## src/aas_pkg.sv

```systemverilog
/*
 * Shared constants, carriers and state types of the converter sequencer control.
 * Assumes a 100 MHz system clock and a 32-bit classic Wishbone register bus.
 */
package aas_pkg;
    // timing
    localparam int SYS_CLK_MHZ = 100;
    localparam int CONV_CLK_MHZ = 25;
    localparam int CONV_TIME_NS = 80;
    localparam int CONV_DIV_BASE = SYS_CLK_MHZ / CONV_CLK_MHZ;
    localparam int CONV_TICKS = (CONV_TIME_NS * CONV_CLK_MHZ + 999) / 1000;
    localparam int ACQ_UNIT_CYCLES = 2;
    // transfer function
    localparam int FULL_SCALE_MV = 3000;
    localparam int CODE_SPAN = 4096;
    localparam logic [11:0] CODE_MAX = 12'hFFF;
    // slots
    localparam int NUM_SLOTS = 16;
    localparam logic [3:0] SEQ2_FIRST_SLOT = 4'h8;
    // register offsets (byte addresses) and wbAdr[7:6] region codes
    localparam logic [7:0] REG_CTRL = 8'h00;
    localparam logic [7:0] REG_START = 8'h04;
    localparam logic [7:0] REG_MAXCONV = 8'h08;
    localparam logic [7:0] REG_STATUS = 8'h0C;
    localparam logic [7:0] REG_INT_STAT = 8'h10;
    localparam logic [7:0] REG_INT_MASK = 8'h14;
    localparam logic [1:0] REGION_SLOT = 2'h1;
    localparam logic [1:0] REGION_RESULT = 2'h2;
    // reset values
    localparam logic [6:0] MAXCONV_RESET = 7'h00;
    localparam logic [1:0] INT_RESET = 2'h0;

    typedef struct packed {
        logic [3:0] acqPrescale;
        logic [3:0] convPrescale;
        logic startStop;
        logic everyOther;
        logic cascade;
        logic convClockEnable;
    } aas_ctrl_s;

    localparam aas_ctrl_s CTRL_RESET = 12'h000;

    typedef struct packed {
        logic valid;
        logic [11:0] code;
    } aas_result_s;

    typedef enum logic [1:0] {CT_IDLE, CT_ACQ, CT_CONV} aas_conv_e;
    typedef enum logic {ARB_IDLE, ARB_CONVERT} aas_arb_e;
endpackage

```

## src/aas_conv_timer.sv

```systemverilog
/*
 * Conversion timer: sample-and-hold window, converter clock divider and
 * code computation for one conversion at a time.
 * Assumes the level input is already synchronised to the system clock.
 */
`timescale 1ns/100ps
module aas_conv_timer
    import aas_pkg::*;
(
    input wire logic clock,
    input wire logic reset,
    input wire logic start,
    input wire logic [3:0] convPrescale,
    input wire logic [3:0] acqPrescale,
    input wire logic signed [15:0] levelMv,
    output logic sampleHold,
    output logic busy,
    output aas_result_s result
);
    aas_conv_e state_q;
    logic [7:0] cnt_q;
    logic [7:0] div_q;
    logic signed [15:0] held_q;
    logic [7:0] divLimit;
    logic [7:0] acqLimit;
    logic tick;

    assign divLimit = 8'((32'(convPrescale) + 1) * CONV_DIV_BASE - 1);
    assign acqLimit = 8'((32'(acqPrescale) + 1) * ACQ_UNIT_CYCLES - 1);
    assign tick = (div_q == divLimit);
    assign busy = (state_q != CT_IDLE);

    function automatic logic [11:0] toCode(input logic signed [15:0] mv);
        logic [27:0] scaled;
        scaled = 28'(unsigned'(mv)) * 28'(CODE_SPAN);
        // clamp and truncate
        if (mv <= 0)
            return 12'h000;
        else if (mv >= FULL_SCALE_MV)
            return CODE_MAX;
        return 12'(scaled / 28'(FULL_SCALE_MV));
    endfunction

    ////////////////////////////////////////////////////////////////////////////
    // separate acquisition count
    always_ff @(posedge clock)
    begin
        if (reset)
        begin
            state_q <= CT_IDLE;
            cnt_q <= 8'h00;
            div_q <= 8'h00;
            held_q <= 16'sh0000;
            sampleHold <= 1'b0;
            result <= '0;
        end
        else
        begin
            result.valid <= 1'b0;
            case (state_q)
                CT_IDLE:
                    if (start)
                    begin
                        state_q <= CT_ACQ;
                        cnt_q <= 8'h00;
                        sampleHold <= 1'b1;
                    end
                CT_ACQ:
                    if (cnt_q == acqLimit)
                    begin
                        state_q <= CT_CONV;
                        held_q <= levelMv;
                        sampleHold <= 1'b0;
                        cnt_q <= 8'h00;
                        div_q <= 8'h00;
                    end
                    else
                        cnt_q <= cnt_q + 8'h01;
                // two converter clocks
                CT_CONV:
                begin
                    div_q <= tick ? 8'h00 : div_q + 8'h01;
                    if (tick)
                    begin
                        cnt_q <= cnt_q + 8'h01;
                        if (cnt_q == 8'(CONV_TICKS - 1))
                        begin
                            state_q <= CT_IDLE;
                            result.valid <= 1'b1;
                            result.code <= toCode(held_q);
                        end
                    end
                end
                default:
                    state_q <= CT_IDLE;
            endcase
        end
    end

    ////////////////////////////////////////////////////////////////////////////
    a_conv_time_min: assert property (@(posedge clock) disable iff (reset)
        $rose(state_q == CT_CONV) && convPrescale == 4'h0 |-> ##8 result.valid)
        else $error("conversion did not end after 80 ns");
    a_code_full_scale: assert property (@(posedge clock) disable iff (reset)
        state_q == CT_CONV && held_q >= FULL_SCALE_MV && result.valid == 1'b0
        && tick && cnt_q == 8'(CONV_TICKS - 1) |=> result.code == CODE_MAX)
        else $error("full scale input did not give the top code");
endmodule

```

## src/aas_top.sv

```systemverilog
/*
 * Converter autosequencer control: two 8-slot or one 16-slot sequencer sharing
 * one converter, result registers, triggers, interrupt and power control.
 * Assumes trigger pins, halt and level input are asynchronous, and that an
 * external analog mux follows muxChannel and delivers the level in millivolts.
 */
// Decided for this implementation: the register addresses and the Wishbone register port.
// Function
// codes: 0 at or below 0 V, 4095 at 3 V, else 4096*v/3 truncated.
// up to 16 conversions per session, each slot picks any channel.
// two independent 8-slot sequencers or one cascaded 16-slot one.
// both sequencers share one converter; conversions are serialised.
// dual mode: each sequencer uses its own eight channels only.
// each result lands in the result register of its slot.
// starts come from software, a pwm trigger or the external pin.
// interrupt on every end of sequence or every second one.
// start/stop mode: each trigger advances one slot.
// dual mode: first pwm trigger to sequencer 1, second to sequencer 2.
// acquisition window has its own prescaler.
// registers on the system clock, conversion timing by divider enables.
// enable low after reset; registers clocked, core off during reset.
// register clock stops after reset until enable; enable wakes core.
// software waits milliseconds after enabling before converting; the bench waits only 200 clock cycles (2 us).
// halt powers the core down and keeps registers.
// one conversion takes 80 ns at a 25 MHz converter clock.
// several slots may name the same channel.
// slot pointer starts at first slot, advances, flags end after last.
`timescale 1ns/100ps
module aas_top
    import aas_pkg::*;
(
    input wire logic clock,
    input wire logic reset,
    input wire logic wbCyc,
    input wire logic wbStb,
    input wire logic wbWe,
    input wire logic [7:0] wbAdr,
    input wire logic [3:0] wbSel,
    input wire logic [31:0] wbDatWr,
    output logic [31:0] wbDatRd,
    output logic wbAck,
    input wire logic firstPwmConvTrigger,
    input wire logic secondPwmConvTrigger,
    input wire logic externalTriggerPin,
    input wire logic haltMode,
    input wire logic signed [15:0] analogLevelMv,
    output logic [3:0] muxChannel,
    output logic sampleHold,
    output logic analogCoreEnable,
    output logic regClockEnable,
    output logic irq
);
    aas_ctrl_s ctrl_q;
    logic [6:0] maxConv_q;
    logic [1:0] intStat_q;
    logic [1:0] intMask_q;
    logic [3:0] slotSel_q [NUM_SLOTS];
    logic [11:0] resultMem_q [NUM_SLOTS];
    logic [3:0] syncA_q;
    logic [3:0] syncB_q;
    logic [2:0] trigPrev_q;
    logic signed [15:0] levelA_q;
    logic signed [15:0] levelB_q;
    logic [1:0] seqActive_q;
    logic [3:0] ptr_q [2];
    logic [1:0] evenEos_q;
    aas_arb_e arb_q;
    logic owner_q;
    logic [3:0] slot_q;
    logic startConv_q;
    logic [31:0] wmask;
    logic busReq;
    logic wbWrite;
    logic regRun;
    logic coreOn;
    logic [2:0] trigRise;
    logic [1:0] swStart;
    logic [1:0] trigReq;
    logic [3:0] firstSlot [2];
    logic [3:0] lastSlot [2];
    logic [1:0] eosEvent;
    logic [1:0] intSet;
    logic grant;
    logic convBusy;
    aas_result_s convResult;
    logic [31:0] rdData;

    ////////////////////////////////////////////////////////////////////////////
    // pin synchronisers; the first stage feeds only the second
    always_ff @(posedge clock)
    begin
        if (reset)
        begin
            syncA_q <= 4'h0;
            syncB_q <= 4'h0;
            trigPrev_q <= 3'h0;
            levelA_q <= 16'sh0000;
            levelB_q <= 16'sh0000;
        end
        else
        begin
            syncA_q <= {haltMode, externalTriggerPin, secondPwmConvTrigger,
                firstPwmConvTrigger};
            syncB_q <= syncA_q;
            trigPrev_q <= syncB_q[2:0];
            // level is only sampled at the end of acquisition, so skew is harmless
            levelA_q <= analogLevelMv;
            levelB_q <= levelA_q;
        end
    end

    assign trigRise = syncB_q[2:0] & ~trigPrev_q;

    ////////////////////////////////////////////////////////////////////////////
    // bus decode; a write lands on the edge at which the master samples ack high
    assign busReq = wbCyc && wbStb && !wbAck;
    assign wbWrite = wbCyc && wbStb && wbAck && wbWe;
    assign wmask = {{8{wbSel[3]}}, {8{wbSel[2]}}, {8{wbSel[1]}}, {8{wbSel[0]}}};
    // non-control writes need the register clock
    assign regRun = ctrl_q.convClockEnable;
    // halt powers the core down
    assign coreOn = ctrl_q.convClockEnable && !syncB_q[3];

    // three start sources
    assign swStart = (wbWrite && regRun && wbAdr == REG_START && wbSel[0])
        ? wbDatWr[1:0] : 2'h0;
    // pwm routing in dual mode
    assign trigReq[0] = regRun && (swStart[0] || trigRise[0] || trigRise[2]
        || (ctrl_q.cascade && trigRise[1]));
    assign trigReq[1] = regRun && !ctrl_q.cascade && (swStart[1] || trigRise[1]);

    // slot ranges per mode
    always_comb
    begin
        firstSlot[0] = 4'h0;
        firstSlot[1] = SEQ2_FIRST_SLOT;
        lastSlot[0] = ctrl_q.cascade ? maxConv_q[3:0] : {1'b0, maxConv_q[2:0]};
        lastSlot[1] = {1'b1, maxConv_q[6:4]};
    end

    ////////////////////////////////////////////////////////////////////////////
    // control and configuration registers
    always_ff @(posedge clock)
    begin
        if (reset)
        begin
            // enable low, core off
            ctrl_q <= CTRL_RESET;
            maxConv_q <= MAXCONV_RESET;
            intMask_q <= INT_RESET;
        end
        else if (wbWrite)
        begin
            if (wbAdr == REG_CTRL)
                ctrl_q <= aas_ctrl_s'((wbDatWr[11:0] & wmask[11:0]) | (ctrl_q & ~wmask[11:0]));
            else if (regRun && wbAdr == REG_MAXCONV && wbSel[0])
                maxConv_q <= wbDatWr[6:0];
            else if (regRun && wbAdr == REG_INT_MASK && wbSel[0])
                intMask_q <= wbDatWr[1:0];
        end
    end

    // any channel, repeats allowed
    always_ff @(posedge clock)
    begin
        if (reset)
        begin
            for (int i = 0; i < NUM_SLOTS; i++)
                slotSel_q[i] <= 4'h0;
        end
        else if (wbWrite && regRun && wbAdr[7:6] == REGION_SLOT && wbSel[0])
            slotSel_q[wbAdr[5:2]] <= wbDatWr[3:0];
    end

    ////////////////////////////////////////////////////////////////////////////
    // arbiter; sequencer 1 wins a tie
    assign grant = !seqActive_q[0];

    // one conversion at a time
    always_ff @(posedge clock)
    begin
        if (reset)
        begin
            arb_q <= ARB_IDLE;
            owner_q <= 1'b0;
            slot_q <= 4'h0;
            startConv_q <= 1'b0;
            muxChannel <= 4'h0;
        end
        else
        begin
            startConv_q <= 1'b0;
            case (arb_q)
                ARB_IDLE:
                    if (coreOn && seqActive_q != 2'h0)
                    begin
                        arb_q <= ARB_CONVERT;
                        owner_q <= grant;
                        slot_q <= ptr_q[grant];
                        startConv_q <= 1'b1;
                        // channel group per sequencer
                        muxChannel <= ctrl_q.cascade ? slotSel_q[ptr_q[grant]]
                            : {grant, slotSel_q[ptr_q[grant]][2:0]};
                    end
                ARB_CONVERT:
                    if (convResult.valid)
                        arb_q <= ARB_IDLE;
                default:
                    arb_q <= ARB_IDLE;
            endcase
        end
    end

    // timing from divider enables on the one clock
    aas_conv_timer convTimer (
        .clock(clock),
        .reset(reset),
        .start(startConv_q),
        .convPrescale(ctrl_q.convPrescale),
        .acqPrescale(ctrl_q.acqPrescale),
        .levelMv(levelB_q),
        .sampleHold(sampleHold),
        .busy(convBusy),
        .result(convResult)
    );

    ////////////////////////////////////////////////////////////////////////////
    // sequencers
    always_comb
    begin
        for (int s = 0; s < 2; s++)
            eosEvent[s] = convResult.valid && owner_q == s[0] && slot_q == lastSlot[s];
    end

    always_ff @(posedge clock)
    begin
        if (reset)
        begin
            seqActive_q <= 2'h0;
            ptr_q[0] <= 4'h0;
            ptr_q[1] <= SEQ2_FIRST_SLOT;
        end
        else
        begin
            for (int s = 0; s < 2; s++)
            begin
                if (convResult.valid && owner_q == s[0])
                begin
                    // advance, wrap after last slot
                    if (eosEvent[s])
                    begin
                        ptr_q[s] <= firstSlot[s];
                        seqActive_q[s] <= 1'b0;
                    end
                    else
                    begin
                        ptr_q[s] <= slot_q + 4'h1;
                        // pause after one slot
                        if (ctrl_q.startStop)
                            seqActive_q[s] <= 1'b0;
                    end
                end
                // a trigger in the completing cycle is not lost
                if (trigReq[s] && !(seqActive_q[s] && !(convResult.valid
                    && owner_q == s[0])))
                begin
                    seqActive_q[s] <= 1'b1;
                    if (!ctrl_q.startStop)
                        ptr_q[s] <= firstSlot[s];
                end
            end
        end
    end

    // store result by slot
    always_ff @(posedge clock)
    begin
        if (reset)
        begin
            for (int i = 0; i < NUM_SLOTS; i++)
                resultMem_q[i] <= 12'h000;
        end
        else if (convResult.valid)
            resultMem_q[slot_q] <= convResult.code;
    end

    ////////////////////////////////////////////////////////////////////////////
    // interrupts; a set in the clearing cycle wins
    always_comb
    begin
        for (int s = 0; s < 2; s++)
            // every or every second end
            intSet[s] = eosEvent[s] && (!ctrl_q.everyOther || evenEos_q[s]);
    end

    always_ff @(posedge clock)
    begin
        if (reset)
        begin
            intStat_q <= INT_RESET;
            evenEos_q <= 2'h0;
            irq <= 1'b0;
        end
        else
        begin
            evenEos_q <= evenEos_q ^ eosEvent;
            if (wbWrite && regRun && wbAdr == REG_INT_STAT && wbSel[0])
                intStat_q <= (intStat_q & ~wbDatWr[1:0]) | intSet;
            else
                intStat_q <= intStat_q | intSet;
            irq <= |(intStat_q & intMask_q);
        end
    end

    ////////////////////////////////////////////////////////////////////////////
    // power and register clock gate
    always_ff @(posedge clock)
    begin
        if (reset)
        begin
            regClockEnable <= 1'b1;
            analogCoreEnable <= 1'b0;
        end
        else
        begin
            regClockEnable <= ctrl_q.convClockEnable;
            analogCoreEnable <= coreOn;
        end
    end

    ////////////////////////////////////////////////////////////////////////////
    // read mux and single-wait-state acknowledge
    always_comb
    begin
        rdData = 32'h0000_0000;
        if (wbAdr[7:6] == REGION_SLOT)
            rdData[3:0] = slotSel_q[wbAdr[5:2]];
        else if (wbAdr[7:6] == REGION_RESULT)
            rdData[11:0] = resultMem_q[wbAdr[5:2]];
        else
            case (wbAdr)
                REG_CTRL: rdData[11:0] = ctrl_q;
                REG_MAXCONV: rdData[6:0] = maxConv_q;
                REG_STATUS: rdData[11:0] = {ptr_q[1], ptr_q[0], seqActive_q,
                    convBusy, coreOn};
                REG_INT_STAT: rdData[1:0] = intStat_q;
                REG_INT_MASK: rdData[1:0] = intMask_q;
                default: rdData = 32'h0000_0000;
            endcase
    end

    always_ff @(posedge clock)
    begin
        if (reset)
        begin
            wbAck <= 1'b0;
            wbDatRd <= 32'h0000_0000;
        end
        else
        begin
            wbAck <= busReq;
            wbDatRd <= busReq ? rdData : 32'h0000_0000;
        end
    end

    ////////////////////////////////////////////////////////////////////////////
    a_ack_one_cycle: assert property (@(posedge clock) disable iff (reset)
        wbCyc && wbStb && !wbAck |=> wbAck ##1 !wbAck)
        else $error("bus acknowledge not a single cycle pulse");
    a_reset_power_state: assert property (@(posedge clock)
        reset |=> regClockEnable && !analogCoreEnable)
        else $error("reset did not keep register clock on and core off");
    a_reg_clock_stop: assert property (@(posedge clock) disable iff (reset)
        !ctrl_q.convClockEnable ##1 !ctrl_q.convClockEnable |-> !regClockEnable)
        else $error("register clock runs without enable");
    a_halt_core_off: assert property (@(posedge clock) disable iff (reset)
        syncB_q[3] |=> !analogCoreEnable)
        else $error("core powered during halt");
    a_serial_convert: assert property (@(posedge clock) disable iff (reset)
        startConv_q |-> !$past(convBusy) && arb_q == ARB_CONVERT)
        else $error("conversion started while converter busy");
    a_dual_channel_group: assert property (@(posedge clock) disable iff (reset)
        startConv_q && !ctrl_q.cascade |-> muxChannel[3] == owner_q)
        else $error("sequencer left its channel group");
    a_result_stored: assert property (@(posedge clock) disable iff (reset)
        convResult.valid |=> resultMem_q[$past(slot_q)] == $past(convResult.code))
        else $error("result not stored in its slot");
    a_trigger_arms: assert property (@(posedge clock) disable iff (reset)
        trigReq[0] |=> seqActive_q[0])
        else $error("trigger did not arm sequencer");
    a_every_eos_irq: assert property (@(posedge clock) disable iff (reset)
        eosEvent[0] && !ctrl_q.everyOther |=> intStat_q[0])
        else $error("end of sequence did not set status");
    a_slot_advance: assert property (@(posedge clock) disable iff (reset)
        convResult.valid && !owner_q && slot_q != lastSlot[0] && !trigReq[0]
        |=> ptr_q[0] == $past(slot_q) + 4'h1)
        else $error("slot pointer did not advance");
    a_irq_follows: assert property (@(posedge clock) disable iff (reset)
        |(intStat_q & intMask_q) |=> irq)
        else $error("unmasked status without interrupt");

    c_cascade_done: cover property (@(posedge clock) disable iff (reset)
        eosEvent[0] && ctrl_q.cascade && maxConv_q[3]);
    c_dual_both: cover property (@(posedge clock) disable iff (reset)
        seqActive_q == 2'h3);
    c_start_stop_pause: cover property (@(posedge clock) disable iff (reset)
        convResult.valid && ctrl_q.startStop && !eosEvent[0] && !owner_q);
    c_every_other: cover property (@(posedge clock) disable iff (reset)
        eosEvent[1] && ctrl_q.everyOther && !intSet[1]);
endmodule

```

## config.mk

```make
export PLATFORM = sky130hd
export DESIGN_NAME = aas_top
export DESIGN_NICKNAME = d
export VERILOG_FILES = /design/src/aas_pkg.sv /design/src/aas_conv_timer.sv /design/src/aas_top.sv
export SDC_FILE = /design/constraint.sdc
export NUM_CORES = 1
export LEC_CHECK = 0
export BUFFER_PORTS_ARGS = -buffer_cell sky130_fd_sc_hd__buf_2
export CORE_MARGIN = 8
export CORE_UTILIZATION = 57
export CTS_CLUSTER_DIAMETER = 200
export CTS_CLUSTER_SIZE = 10
export DETAILED_ROUTE_END_ITERATION = 10
export PLACE_DENSITY = 0.77
export SLEW_MARGIN = 20
export SYNTH_ARGS = -nofsm -noshare
export SYNTH_HDL_FRONTEND = slang
export SYNTH_SLANG_ARGS = --single-unit
```

## constraint.sdc

```tcl
create_clock -name clock -period 18.73 [get_ports clock]
set_input_delay 2.8095 -clock clock [delete_from_list [all_inputs] [get_ports clock]]
set_output_delay 2.8095 -clock clock [all_outputs]
set_load 0.03 [all_outputs]
```

**Yosys cells after proc, flatten, opt, wreduce, memory -nomap -nowiden**

Memories as Yosys holds them, arrays and structs flattened.
Index checks and enable logic that the tools add are counted.

- Multiply operators: 0
- Add/sub/neg operators: 7
- $lt $le $gt $ge: 2
- Equality and inequality tests: 18
- Bitwise gates (word level): 25
- Muxes and demuxes: 87
- Reduce and logical (&&, ||, !) cells: 76
- Divide/modulo/power cells: 1
- Shift operators: 0

Operators with widths:

| operator | number |
|---|---|
| $mux W12 | 5 |
| $mux W1 | 50 |
| $mux W4 | 12 |
| $mux W8 | 5 |
| $logic_and A1 B1 Y1 | 31 |
| $div A28 B12 Y28 const B | 1 |
| $and A12 B12 Y12 | 2 |
| $pmux W8 S3 | 1 |
| $add A8 B1 Y8 const B | 2 |
| $eq A8 B4 Y1 const B | 2 |
| $eq A8 B5 Y1 const B | 2 |
| $eq A8 B8 Y1 | 2 |
| $ge A16 B13 Y1 const B | 1 |
| $le A16 B1 Y1 const B | 1 |
| $pmux W8 S2 | 1 |
| $sub A8 B1 Y8 const B | 2 |
| $pmux W5 S3 | 1 |
| $mux W13 | 1 |
| $mux W2 | 6 |
| $not A12 Y12 | 1 |
| $or A12 B12 Y12 | 1 |
| $reduce_and A2 Y1 | 6 |
| $reduce_and A3 Y1 | 4 |
| $reduce_bool A2 Y1 | 6 |
| other kinds (31) | 70 |

- Input port bits: 69
- Bits in read-only memories: 0
- Bits in latches: 0
- Memory bits (writable): 264
- Output and inout port bits: 41
- Register bits after elaboration: 165
- Memories: 3
- Word-level logic and storage cells: 254

Memories:

| name | words | bits a word | read ports | clocked after Yosys merged registers in | wr ports | RTL line | source |
|---|---|---|---|---|---|---|---|
| resultMem_q | 16 | 12 | 1 | 0 | 16 | aas_top.sv:58 | `logic [11:0] resultMem_q [NUM_SLOTS];` |
| slotSel_q | 16 | 4 | 2 | 0 | 16 | aas_top.sv:57 | `logic [3:0] slotSel_q [NUM_SLOTS];` |
| ptr_q | 2 | 4 | 3 | 0 | 2 | aas_top.sv:65 | `logic [3:0] ptr_q [2];` |

**Logic depth before layout (Yosys ltp)**

Gate-level depths: netlist of run 1.

- Depth in word-level cells: 16
- Mapped depth: 90
- Mapped depth without buffers: 79

**By module**

From an unflattened synthesis of run 1, not the netlist that was laid out.

- Cell total of the unflattened synthesis: 2601
- Area total of the unflattened synthesis: 26345.3 µm²

Modules (own cells, without submodules):

| module | area each (µm²) | cells each | seq. area each (µm²) | instances |
|---|---|---|---|---|
| aas_top | 16628.4 | 1265 | 9869.5 | 1 |
| aas_conv_timer | 9716.8 | 1336 | 960.9 | 1 |

**Least setup slack after synthesis of run 1**

Ideal clock, no wire load.

- Path kind: reg-to-reg
- Start: register convTimer.held_q[10]
- End: register convTimer.result[0] (netlist name)
- Cell stages (with the launch flop): 83
- Arrival: 18105 ps
- Setup time: 138 ps
- Path slack: 487 ps
- Required time: 18592 ps
- Cell sequence: dfxtp_1 buf_6 a2111oi_2 o311a_4 nor2_2 or3_1 o311a_1 a221oi_4 mux2_2 o31ai_4 mux2i_1 nand3_1 o311ai_1 a21o_1 a2111oi_0 or3_1 buf_2 o2111ai_4 [... 47 more ...] o211ai_1 a21oi_1 mux2i_1 nand4_1 nor2_1 xnor2_1 inv_1 ha_1 o21a_1 o21ai_1 nand3_1 mux2_2 or4_1 buf_2 or2_1 a211o_1 a22oi_1 a41oi_1

- Word-level cells in the longest chain between the ends: 8
- Elaborated cells between the ends (all ways): 11
- Classes of those cells: div (1); order compare (2); mux (8)

Ends and longest elaborated chain:

| what | RTL line | source |
|---|---|---|
| start, declared | aas_conv_timer.sv:23 | `logic signed [15:0] held_q;` |
| start signal, assigned | aas_conv_timer.sv:72 | `held_q <= levelMv;` |
| branches (longest 7 deep; another with $div A28 B12 Y28) | n/a |  |
| $mux W12 * | aas_conv_timer.sv:41 | `return 12'(scaled / 28'(FULL_SCALE_MV));` |
| end, declared | aas_conv_timer.sv:18 | `output aas_result_s result` |

Mark *: on every way between the ends. The select of a mux whose other input is x is not followed.
A chain may end at the register's enable or synchronous reset.

**Final worst setup path of run 1**

- Start: register convTimer.held_q[14]
- End: register convTimer.result[0] (netlist name)

The elaborated chain is that of the path after synthesis.

==> load_flow_metrics.sql, run 1 <==
INSERT INTO impl_metrics (metric_group, metric, value, unit) VALUES
('outcome', 'outcome', 'finished clean', ''),
('clocking', 'worst_skew_pair.late_latency', '0.56', 'ns'),
('yosys', 'ys_types', '128', ''),
('drt', 'routed_wirelength', '69860', 'um'),
('drt', 'violation_count_after_the_first_detailed_route_iteration', '2205', ''),
('yosys', 'synth-main-ff-cell', 'sky130_fd_sc_hd__edfxtp_1', ''),
('yosys', 'netlist_top_cells_count', 'sky130_fd_sc_hd__and2_1 (266), sky130_fd_sc_hd__edfxtp_1 (264), sky130_fd_sc_hd__nor2_1 (241), sky130_fd_sc_hd__dfxtp_1 (145), sky130_fd_sc_hd__nand2_1 (141)', ''),
('timing', 'endpoints_failing_hold', '0', ''),
('critical_path', 'cp_common_cell', 'sky130_fd_sc_hd__buf_4', ''),
('timing', 'fmax', '56.88', 'MHz'),
('flow_run', 'max-cap-violations', '0', ''),
('min_path', 'hold_start', 'levelA_q[9]', ''),
('critical_path', 'timing.critical_path.from_type', 'flip-flop', ''),
('yosys', 'yosysSeqAreaShare', '41.31', '%'),
('finish', 'post_layout_nonfiller_instances', '3297', ''),
('power', 'switching_share', '28.33', '%'),
('timing', 'tightest_slew', '1.108', 'ns'),
('clocking', 'clock_tree_from_tritoncts', 'yes', ''),
('min_path', 'min-delay-path-class', 'flip-flop to flip-flop', ''),
('critical_path', 'crit_fanout', '22', ''),
('yosys', 'post-synth-top-area-cell', 'sky130_fd_sc_hd__edfxtp_1', ''),
('drt', 'ant_nets', '0', ''),
('clocking', 'cts_buffers', '46', ''),
('clocking', 'post_cts_hold_buffers', '0', ''),
('min_path', 'min_delay_worst_endpoint', 'levelB_q[9]', ''),
('timing', 'setup_viol', '0', ''),
('placed_design', 'dp.final_hpwl', '49420', 'um'),
('timing', 'post-route-period-util', '93.87', '%'),
('timing', 'slew_violations', '0', ''),
('finish', 'insertedDiodeCount', '0', ''),
('critical_path', 'reg2reg_from', 'convTimer.held_q[14]', ''),
('drt', 'via_per_inst', '6.519', ''),
('die', 'die_w', '230.5', 'um'),
('critical_path', 'cp_peak_stage_delay', '0.67', 'ns'),
('drt', 'average_routed_wire_per_standard_cell', '21.19', 'um'),
('yosys', 'syn-cell-area', '26220', 'um^2'),
('grt', 'global_route.usage.total', '25.22', '%'),
('critical_path', 'crit_arrival', '18.06', 'ns'),
('yosys', 'synth_warnings', '0', ''),
('clocking', 'path_clk_slew', '0.06', 'ns'),
('power', 'power.share.sequential', '43.3', '%'),
('power', 'power.density_cell_area', '79.61', 'nW/um^2'),
('critical_path', 'timing.critical_path.required', '19.20', 'ns'),
('timing', 'min_hold_slack', '0.4241', 'ns'),
('timing', 'layout_setup_ws', '1.149', 'ns'),
('yosys', 'synth.area.top_cells', 'sky130_fd_sc_hd__edfxtp_1 (30%), sky130_fd_sc_hd__dfxtp_1 (11%), sky130_fd_sc_hd__mux4_2 (8.2%)', ''),
('yosys', 'synth-edff-count', '264', ''),
('placed_design', 'post-place-ws', '0.2239', 'ns'),
('yosys', 'postSynthAreaPerCell', '10.06', 'um^2'),
('clocking', 'cts_num_sinks', '409', ''),
('placed_design', 'dpl-instance-area', '27310', 'um^2'),
('clocking', 'root_buffer', 'sky130_fd_sc_hd__clkbuf_16', ''),
('die', 'io_pins', '110', ''),
('die', 'rows', '78', ''),
('grt', 'grt.overflow.total', '0', ''),
('drt', 'drt_first_pass_iters', '5', ''),
('yosys', 'post_synth_arst_share', '0', '%'),
('critical_path', 'regToRegSetupSlack', '1.15', 'ns'),
('clocking', 'clockBufferDepth', '3', ''),
('placed_design', 'gp_routability_congestion', '0.8976', ''),
('grt', 'grt_first_pass_wirelength', '110700', 'um'),
('critical_path', 'worst_r2r_path_depth', '76', ''),
('power', 'share_comb_of_total_power', '21.3', '%'),
('drt', 'routed-via-count', '21490', ''),
('timing', 'final.setup.tns', '0', 'ns'),
('timing', 'slew_headroom', '24.04', '%'),
('die', 'chipHeight', '230.5', 'um'),
('grt', 'antenna_violations_before_repair', '0', ''),
('placed_design', 'dpl.cell_count', '3213', ''),
('finish', 'area_delta_synth_final', '9.755', '%'),
('yosys', 'ys_seq_elements', '409', '');
## per-layer routing
layer | global-route usage, % | share of wire (%) | vias up
met2 | 42.80 | 49 | 949
li1 | - | - | 9872
met4 | 6.553 | 2.2 | 0
met5 | 0 | 0 | -
met1 | 33.62 | 41 | 10530
met3 | 3.765 | 8.0 | 144
## sequential cells by signal, summed over array words and instances (netlist names), 3 cells and up, named ones only
register          count
levelB_q             16
resultMem_q         192
muxChannel            4
wbDatRd              12
syncB_q               4
levelA_q             16
trigPrev_q            3
syncA_q               4
slotSel_q            64
convTimer.cnt_q       8
ptr_q                 8
convTimer.div_q       8
convTimer.result     13
maxConv_q             7
slot_q                4
convTimer.held_q     16
## through the flow
step	total power, W	utilization, %
after floorplan	0.001359	-
after global placement	0.001470	60.18
after detailed placement	0.001486	60.18
after CTS	0.002288	63.06
after global routing	0.002374	63.41
final	0.002291	63.41
## layout by cell type, fill, tap and decap left out, types with 27 or more instances in the layout
| cell | count |
|---|---|
| sky130_fd_sc_hd__xnor2_1 | 50 |
| sky130_fd_sc_hd__xor2_1 | 35 |
| sky130_fd_sc_hd__nand3_1 | 75 |
| sky130_fd_sc_hd__dfxtp_1 | 137 |
| sky130_fd_sc_hd__nand2_1 | 141 |
| sky130_fd_sc_hd__buf_2 | 64 |
| sky130_fd_sc_hd__mux4_2 | 96 |
| sky130_fd_sc_hd__buf_4 | 103 |
| sky130_fd_sc_hd__mux2i_1 | 68 |
| sky130_fd_sc_hd__nor2_1 | 240 |
| sky130_fd_sc_hd__o21ai_1 | 36 |
| sky130_fd_sc_hd__nor2b_1 | 57 |
| sky130_fd_sc_hd__clkbuf_1 | 32 |
| sky130_fd_sc_hd__a21oi_1 | 111 |
| sky130_fd_sc_hd__nor3_1 | 74 |
| sky130_fd_sc_hd__o21ai_0 | 87 |
| sky130_fd_sc_hd__edfxtp_1 | 264 |
| sky130_fd_sc_hd__and3_1 | 27 |
| sky130_fd_sc_hd__clkbuf_16 | 46 |
| sky130_fd_sc_hd__and2_1 | 265 |
| sky130_fd_sc_hd__a211oi_1 | 33 |
| sky130_fd_sc_hd__inv_1 | 56 |
## cell families (layout without fill, tap and decap cells)
family	count (synthesis)	in the layout	synth area share [%]
simple gates	1049	1049	21.36
compound gates	617	617	17.55
flops	409	409	41.31
buf+inv	238	309	3.999
mux	181	181	11.57
xor+xnor	90	90	3.159
fa+ha+maj	22	22	1.040
other cells	1	20	0.01430
## power by group through the flow
stage / Combinational, W / Sequential [W] / Clock, W
final: 0.000488 / 0.000992 / 0.000811
after global routing: 0.000526 / 0.000994 / 0.000855
after CTS: 0.000478 / 0.000992 / 0.000819
after detailed placement: 0.000475 / 0.00101 / 0
after global placement: 0.000461 / 0.00101 / 0
after floorplan: 0.000351 / 0.00101 / 0
## worst max-delay path: cells and delay by family (launching register included)
kind	cells	cell delay, ns
AO/OA/AOI/OAI	28	5.81
XOR/XNOR	5	0.86
adder cells (fa/ha/maj)	6	1.46
buffers and inverters	9	1.41
flip-flops	1	0.47
multiplexers	3	1.00
AND/OR/NAND/NOR	25	6.43
## worst max-delay path by stage
stage                               end  slack [ns]                  from
floorplan           convTimer.result[0]        0.49  convTimer.held_q[10]
global placement    convTimer.result[0]        0.49  convTimer.held_q[15]
detailed placement  convTimer.result[0]        0.22  convTimer.held_q[15]
CTS                 convTimer.result[0]        0.15  convTimer.held_q[15]
global route        convTimer.result[0]       0.005  convTimer.held_q[11]
finish              convTimer.result[0]        1.15  convTimer.held_q[14]
## area by class of cell
| cell class | instances | area, um^2 |
|---|---|---|
| Fill cell | 3603 | 16610 |
| Multi-Input combinational cell | 1979 | 14530 |
| Sequential cell | 409 | 10850 |
| Clock buffer | 78 | 1271 |
| Timing Repair Buffer | 169 | 1116 |
| Tap cell | 600 | 750.7 |
| Inverter | 60 | 225.2 |
| Clock inverter | 2 | 36.28 |
## what timing repair did
item,in CTS,in global routing
endpoints found under the setup margin,0,3
resized for setup,0,34
setup buffers,0,4
Power figures use the tool's default switching activity.
==> inputs of run 2 (changes only) <==
==> constraint.sdc (replaced) <==
create_clock -name clock -period 18.73 [get_ports clock]
set_input_delay 3.746 -clock clock [delete_from_list [all_inputs] [get_ports clock]]
set_output_delay 3.746 -clock clock [all_outputs]
set_load 0.03 [all_outputs]
==> load_flow_metrics.sql, run 2 (synthesized netlist as in run 1, its figures left out) <==
INSERT INTO impl_metrics (metric_group, metric, value, unit) VALUES
('die', 'die_w', '230.5', 'um'),
('finish', 'fillers', '3556', ''),
('clocking', 'clock_tree_from_tritoncts', 'yes', ''),
('grt', 'antenna_violations_before_repair', '0', ''),
('grt', 'grt_util_met2', '42.76', '%'),
('finish', 'top_library_cells_by_usage_in_the_layout_fill_and_taps_aside', 'sky130_fd_sc_hd__and2_1 (265), sky130_fd_sc_hd__edfxtp_1 (264), sky130_fd_sc_hd__nor2_1 (240)', ''),
('timing', 'slew_violations', '0', ''),
('timing', 'fin_skew', '0.01773', 'ns'),
('die', 'initial_core_util', '57.77', '%'),
('critical_path', 'reg2reg_from', 'convTimer.held_q[12]', ''),
('min_path', 'min-delay-path-class', 'flip-flop to flip-flop', ''),
('critical_path', 'timing.critical_path.slowest_stage_cell', 'sky130_fd_sc_hd__or4_1', ''),
('timing', 'post-route-period-util', '94.21', '%'),
('grt', 'met3_use_gr', '3.839', '%'),
('timing', 'final.setup.tns', '0', 'ns'),
('finish', 'largest_reg_flops', '192', ''),
('critical_path', 'critical_path_type', 'flip-flop to flip-flop', ''),
('grt', 'vias_in_the_first_global_route', '20590', ''),
('power', 'cellInternalPower', '0.001662', 'W'),
('power', 'power.density_cell_area', '80.03', 'nW/um^2'),
('finish', 'biggestRegsByFlops', 'resultMem_q (192), slotSel_q (64)', ''),
('finish', 'layout.area.seq', '10840', 'um^2'),
('finish', 'most_common_cell_after_layout_fill_and_taps_aside', 'sky130_fd_sc_hd__and2_1', ''),
('clocking', 'post_cts_hold_buffers', '0', ''),
('drt', 'ant_nets', '0', ''),
('power', 'share_comb_of_total_power', '21.9', '%'),
('critical_path', 'regToRegSetupSlack', '1.09', 'ns'),
('timing', 'setup_viol', '0', ''),
('clocking', 'cts_buffers', '46', ''),
('critical_path', 'crit_fanout', '22', ''),
('flow_run', 'max-cap-violations', '0', ''),
('clocking', 'worst_skew_pair.late_latency', '0.57', 'ns'),
('drt', 'average_routed_wire_per_standard_cell', '20.88', 'um'),
('grt', 'grt_max_degree', '70', ''),
('power', 'power.switching', '0.0006504', 'W'),
('placed_design', 'dp.final_hpwl', '49700', 'um'),
('min_path', 'min_delay_path_depth', '1', ''),
('die', 'die_area', '53110', 'um^2'),
('die', 'rows', '78', ''),
('grt', 'grtUsageMet1', '33.28', '%'),
('min_path', 'hold_start', 'syncA_q[3]', ''),
('power', 'switching_share', '28.12', '%'),
('grt', 'global_route.usage.total', '25.24', '%'),
('die', 'chipHeight', '230.5', 'um'),
('grt', 'grt_first_pass_wirelength', '110600', 'um'),
('critical_path', 'worst_r2r_path_depth', '76', ''),
('power', 'power.ir.vdd_worst', '0.00006401', 'V'),
('critical_path', 'cp_peak_stage_delay', '0.61', 'ns'),
('placed_design', 'gp_routability_congestion', '0.9295', ''),
('finish', 'final_layout_size_suffix_gt1_share', '17.20', '%'),
('drt', 'routed_wirelength', '69100', 'um'),
('timing', 'rsz0062_at_grt', 'no', ''),
('clocking', 'clock_tree.htree_level_count', '2', ''),
('clocking', 'path_clk_slew', '0.06', 'ns'),
('power', 'p_clk_share', '35.1', '%'),
('outcome', 'outcome', 'finished clean', ''),
('drt', 'via_per_inst', '6.415', ''),
('timing', 'tightest_slew', '1.067', 'ns'),
('min_path', 'min_delay_worst_endpoint', 'syncB_q[3]', ''),
('die', 'core-area', '45380', 'um^2'),
('clocking', 'root_buffer', 'sky130_fd_sc_hd__clkbuf_16', ''),
('finish', 'finish.instance_area', '28900', 'um^2'),
('critical_path', 'crit_arrival', '18.08', 'ns'),
('critical_path', 'timing.critical_path.required', '19.17', 'ns'),
('placed_design', 'dpl-instance-area', '27420', 'um^2'),
('drt', 'routed-via-count', '21230', ''),
('finish', 'regMostFlops', 'resultMem_q', ''),
('die', 'io_pins', '110', ''),
('critical_path', 'timing.critical_path.from_type', 'flip-flop', ''),
('drt', 'drc', '0', ''),
('finish', 'multiInputGateArea', '14550', 'um^2'),
('clocking', 'cts_num_sinks', '409', ''),
('grt', 'busiest_layer', 'met2', ''),
('power', 'power.share.sequential', '42.9', '%'),
('finish', 'area_delta_synth_final', '10.22', '%'),
('critical_path', 'worst_setup_path_end_kind', 'flip-flop', ''),
('timing', 'min_cycle_time_layout', '17.64', 'ns'),
('critical_path', 'r2r_end', 'convTimer.result[0]', ''),
('drt', 'violation_count_after_the_first_detailed_route_iteration', '2057', ''),
('grt', 'grt.overflow.total', '0', ''),
('placed_design', 'io_port_bufs', '67', ''),
('finish', 'insertedDiodeCount', '0', ''),
('finish', 'design.final.nets', '2768', ''),
('timing', 'endpoints_failing_hold', '0', ''),
('clocking', 'clockBufferDepth', '3', ''),
('power', 'cellLeakagePower', '10.59', 'nW'),
('timing', 'fmax', '56.67', 'MHz'),
('drt', 'drt_first_pass_iters', '5', ''),
('timing', 'slew_headroom', '26.85', '%');
## run 2: cell types whose count changed in the layout (fill, tap and decap cells not counted), sizes merged
cell,before,now
buf,169,182
clkbuf,78,76
inv,58,59
## run 2: cell type report
cell class              count  area share, %
multi-input cells        1979          50.34
flip-flops and latches    409          37.52
clock buffers              76          4.373
repair buffers            182          4.187
well taps                 600          2.598
inverters                  60         0.7794
clock inverters             3         0.2035
## run 2: critical path, delay by kind of cell (launching register included)
kind | cells | cell delay (ns)
buffers and inverters | 9 | 1.32
multiplexers | 2 | 0.64
XOR/XNOR | 7 | 1.16
AND/OR/NAND/NOR | 27 | 6.18
adder cells (fa/ha/maj) | 6 | 1.49
AO/OA/AOI/OAI | 25 | 6.18
flip-flops | 1 | 0.48
## run 2: power by group through the flow
stage | clock, W | sequential, W | combinational (W)
global placement | 0 | 0.00101 | 0.000483
detailed placement | 0 | 0.00101 | 0.000496
finish | 0.000813 | 0.000993 | 0.000507
floorplan | 0 | 0.00101 | 0.000351
CTS | 0.000819 | 0.000993 | 0.000498
global route | 0.000854 | 0.000995 | 0.000555
## run 2: routing by layer
metal / up-vias / share of wire, %
met1: 10320 / 41
li1: 9905 / -
met4: 0 / 2.6
met5: - / 0
met3: 134 / 7.5
met2: 868 / 48
## run 2: timing repair
item                                    in CTS  in global routing
endpoints found under the setup margin       0                  3
resized for setup                            0                 36
setup buffers                                0                  3
## run 2: per-stage QoR
step / hold slack (ns) / setup WS (ns) / cells / util [%] / power [W]
2_1_floorplan: 0.4101 / 0.4872 / 2626 / - / 0.001359
3_3_place_gp: 0.4190 / 0.6147 / 3227 / 60.41 / 0.001492
3_5_place_dp: 0.4274 / 0.2564 / 3227 / 60.41 / 0.001507
4_1_cts: 0.4240 / 0.1453 / 3306 / 63.33 / 0.002310
5_1_grt: 0.4359 / 0.001203 / 3309 / 63.68 / 0.002404
6_report: 0.4240 / 1.085 / 3309 / 63.68 / 0.002313
## run 2: worst max path at each step
stage,from,endpoint,slack [ns],cells past startpoint
floorplan,convTimer.held_q[10],convTimer.result[0],0.49,82
global placement,convTimer.held_q[12],convTimer.result[0],0.61,74
detailed placement,convTimer.held_q[12],convTimer.result[0],0.26,75
CTS,convTimer.held_q[12],convTimer.result[0],0.15,75
global route,convTimer.held_q[12],convTimer.result[0],0.001,77
finish,convTimer.held_q[12],convTimer.result[0],1.09,76
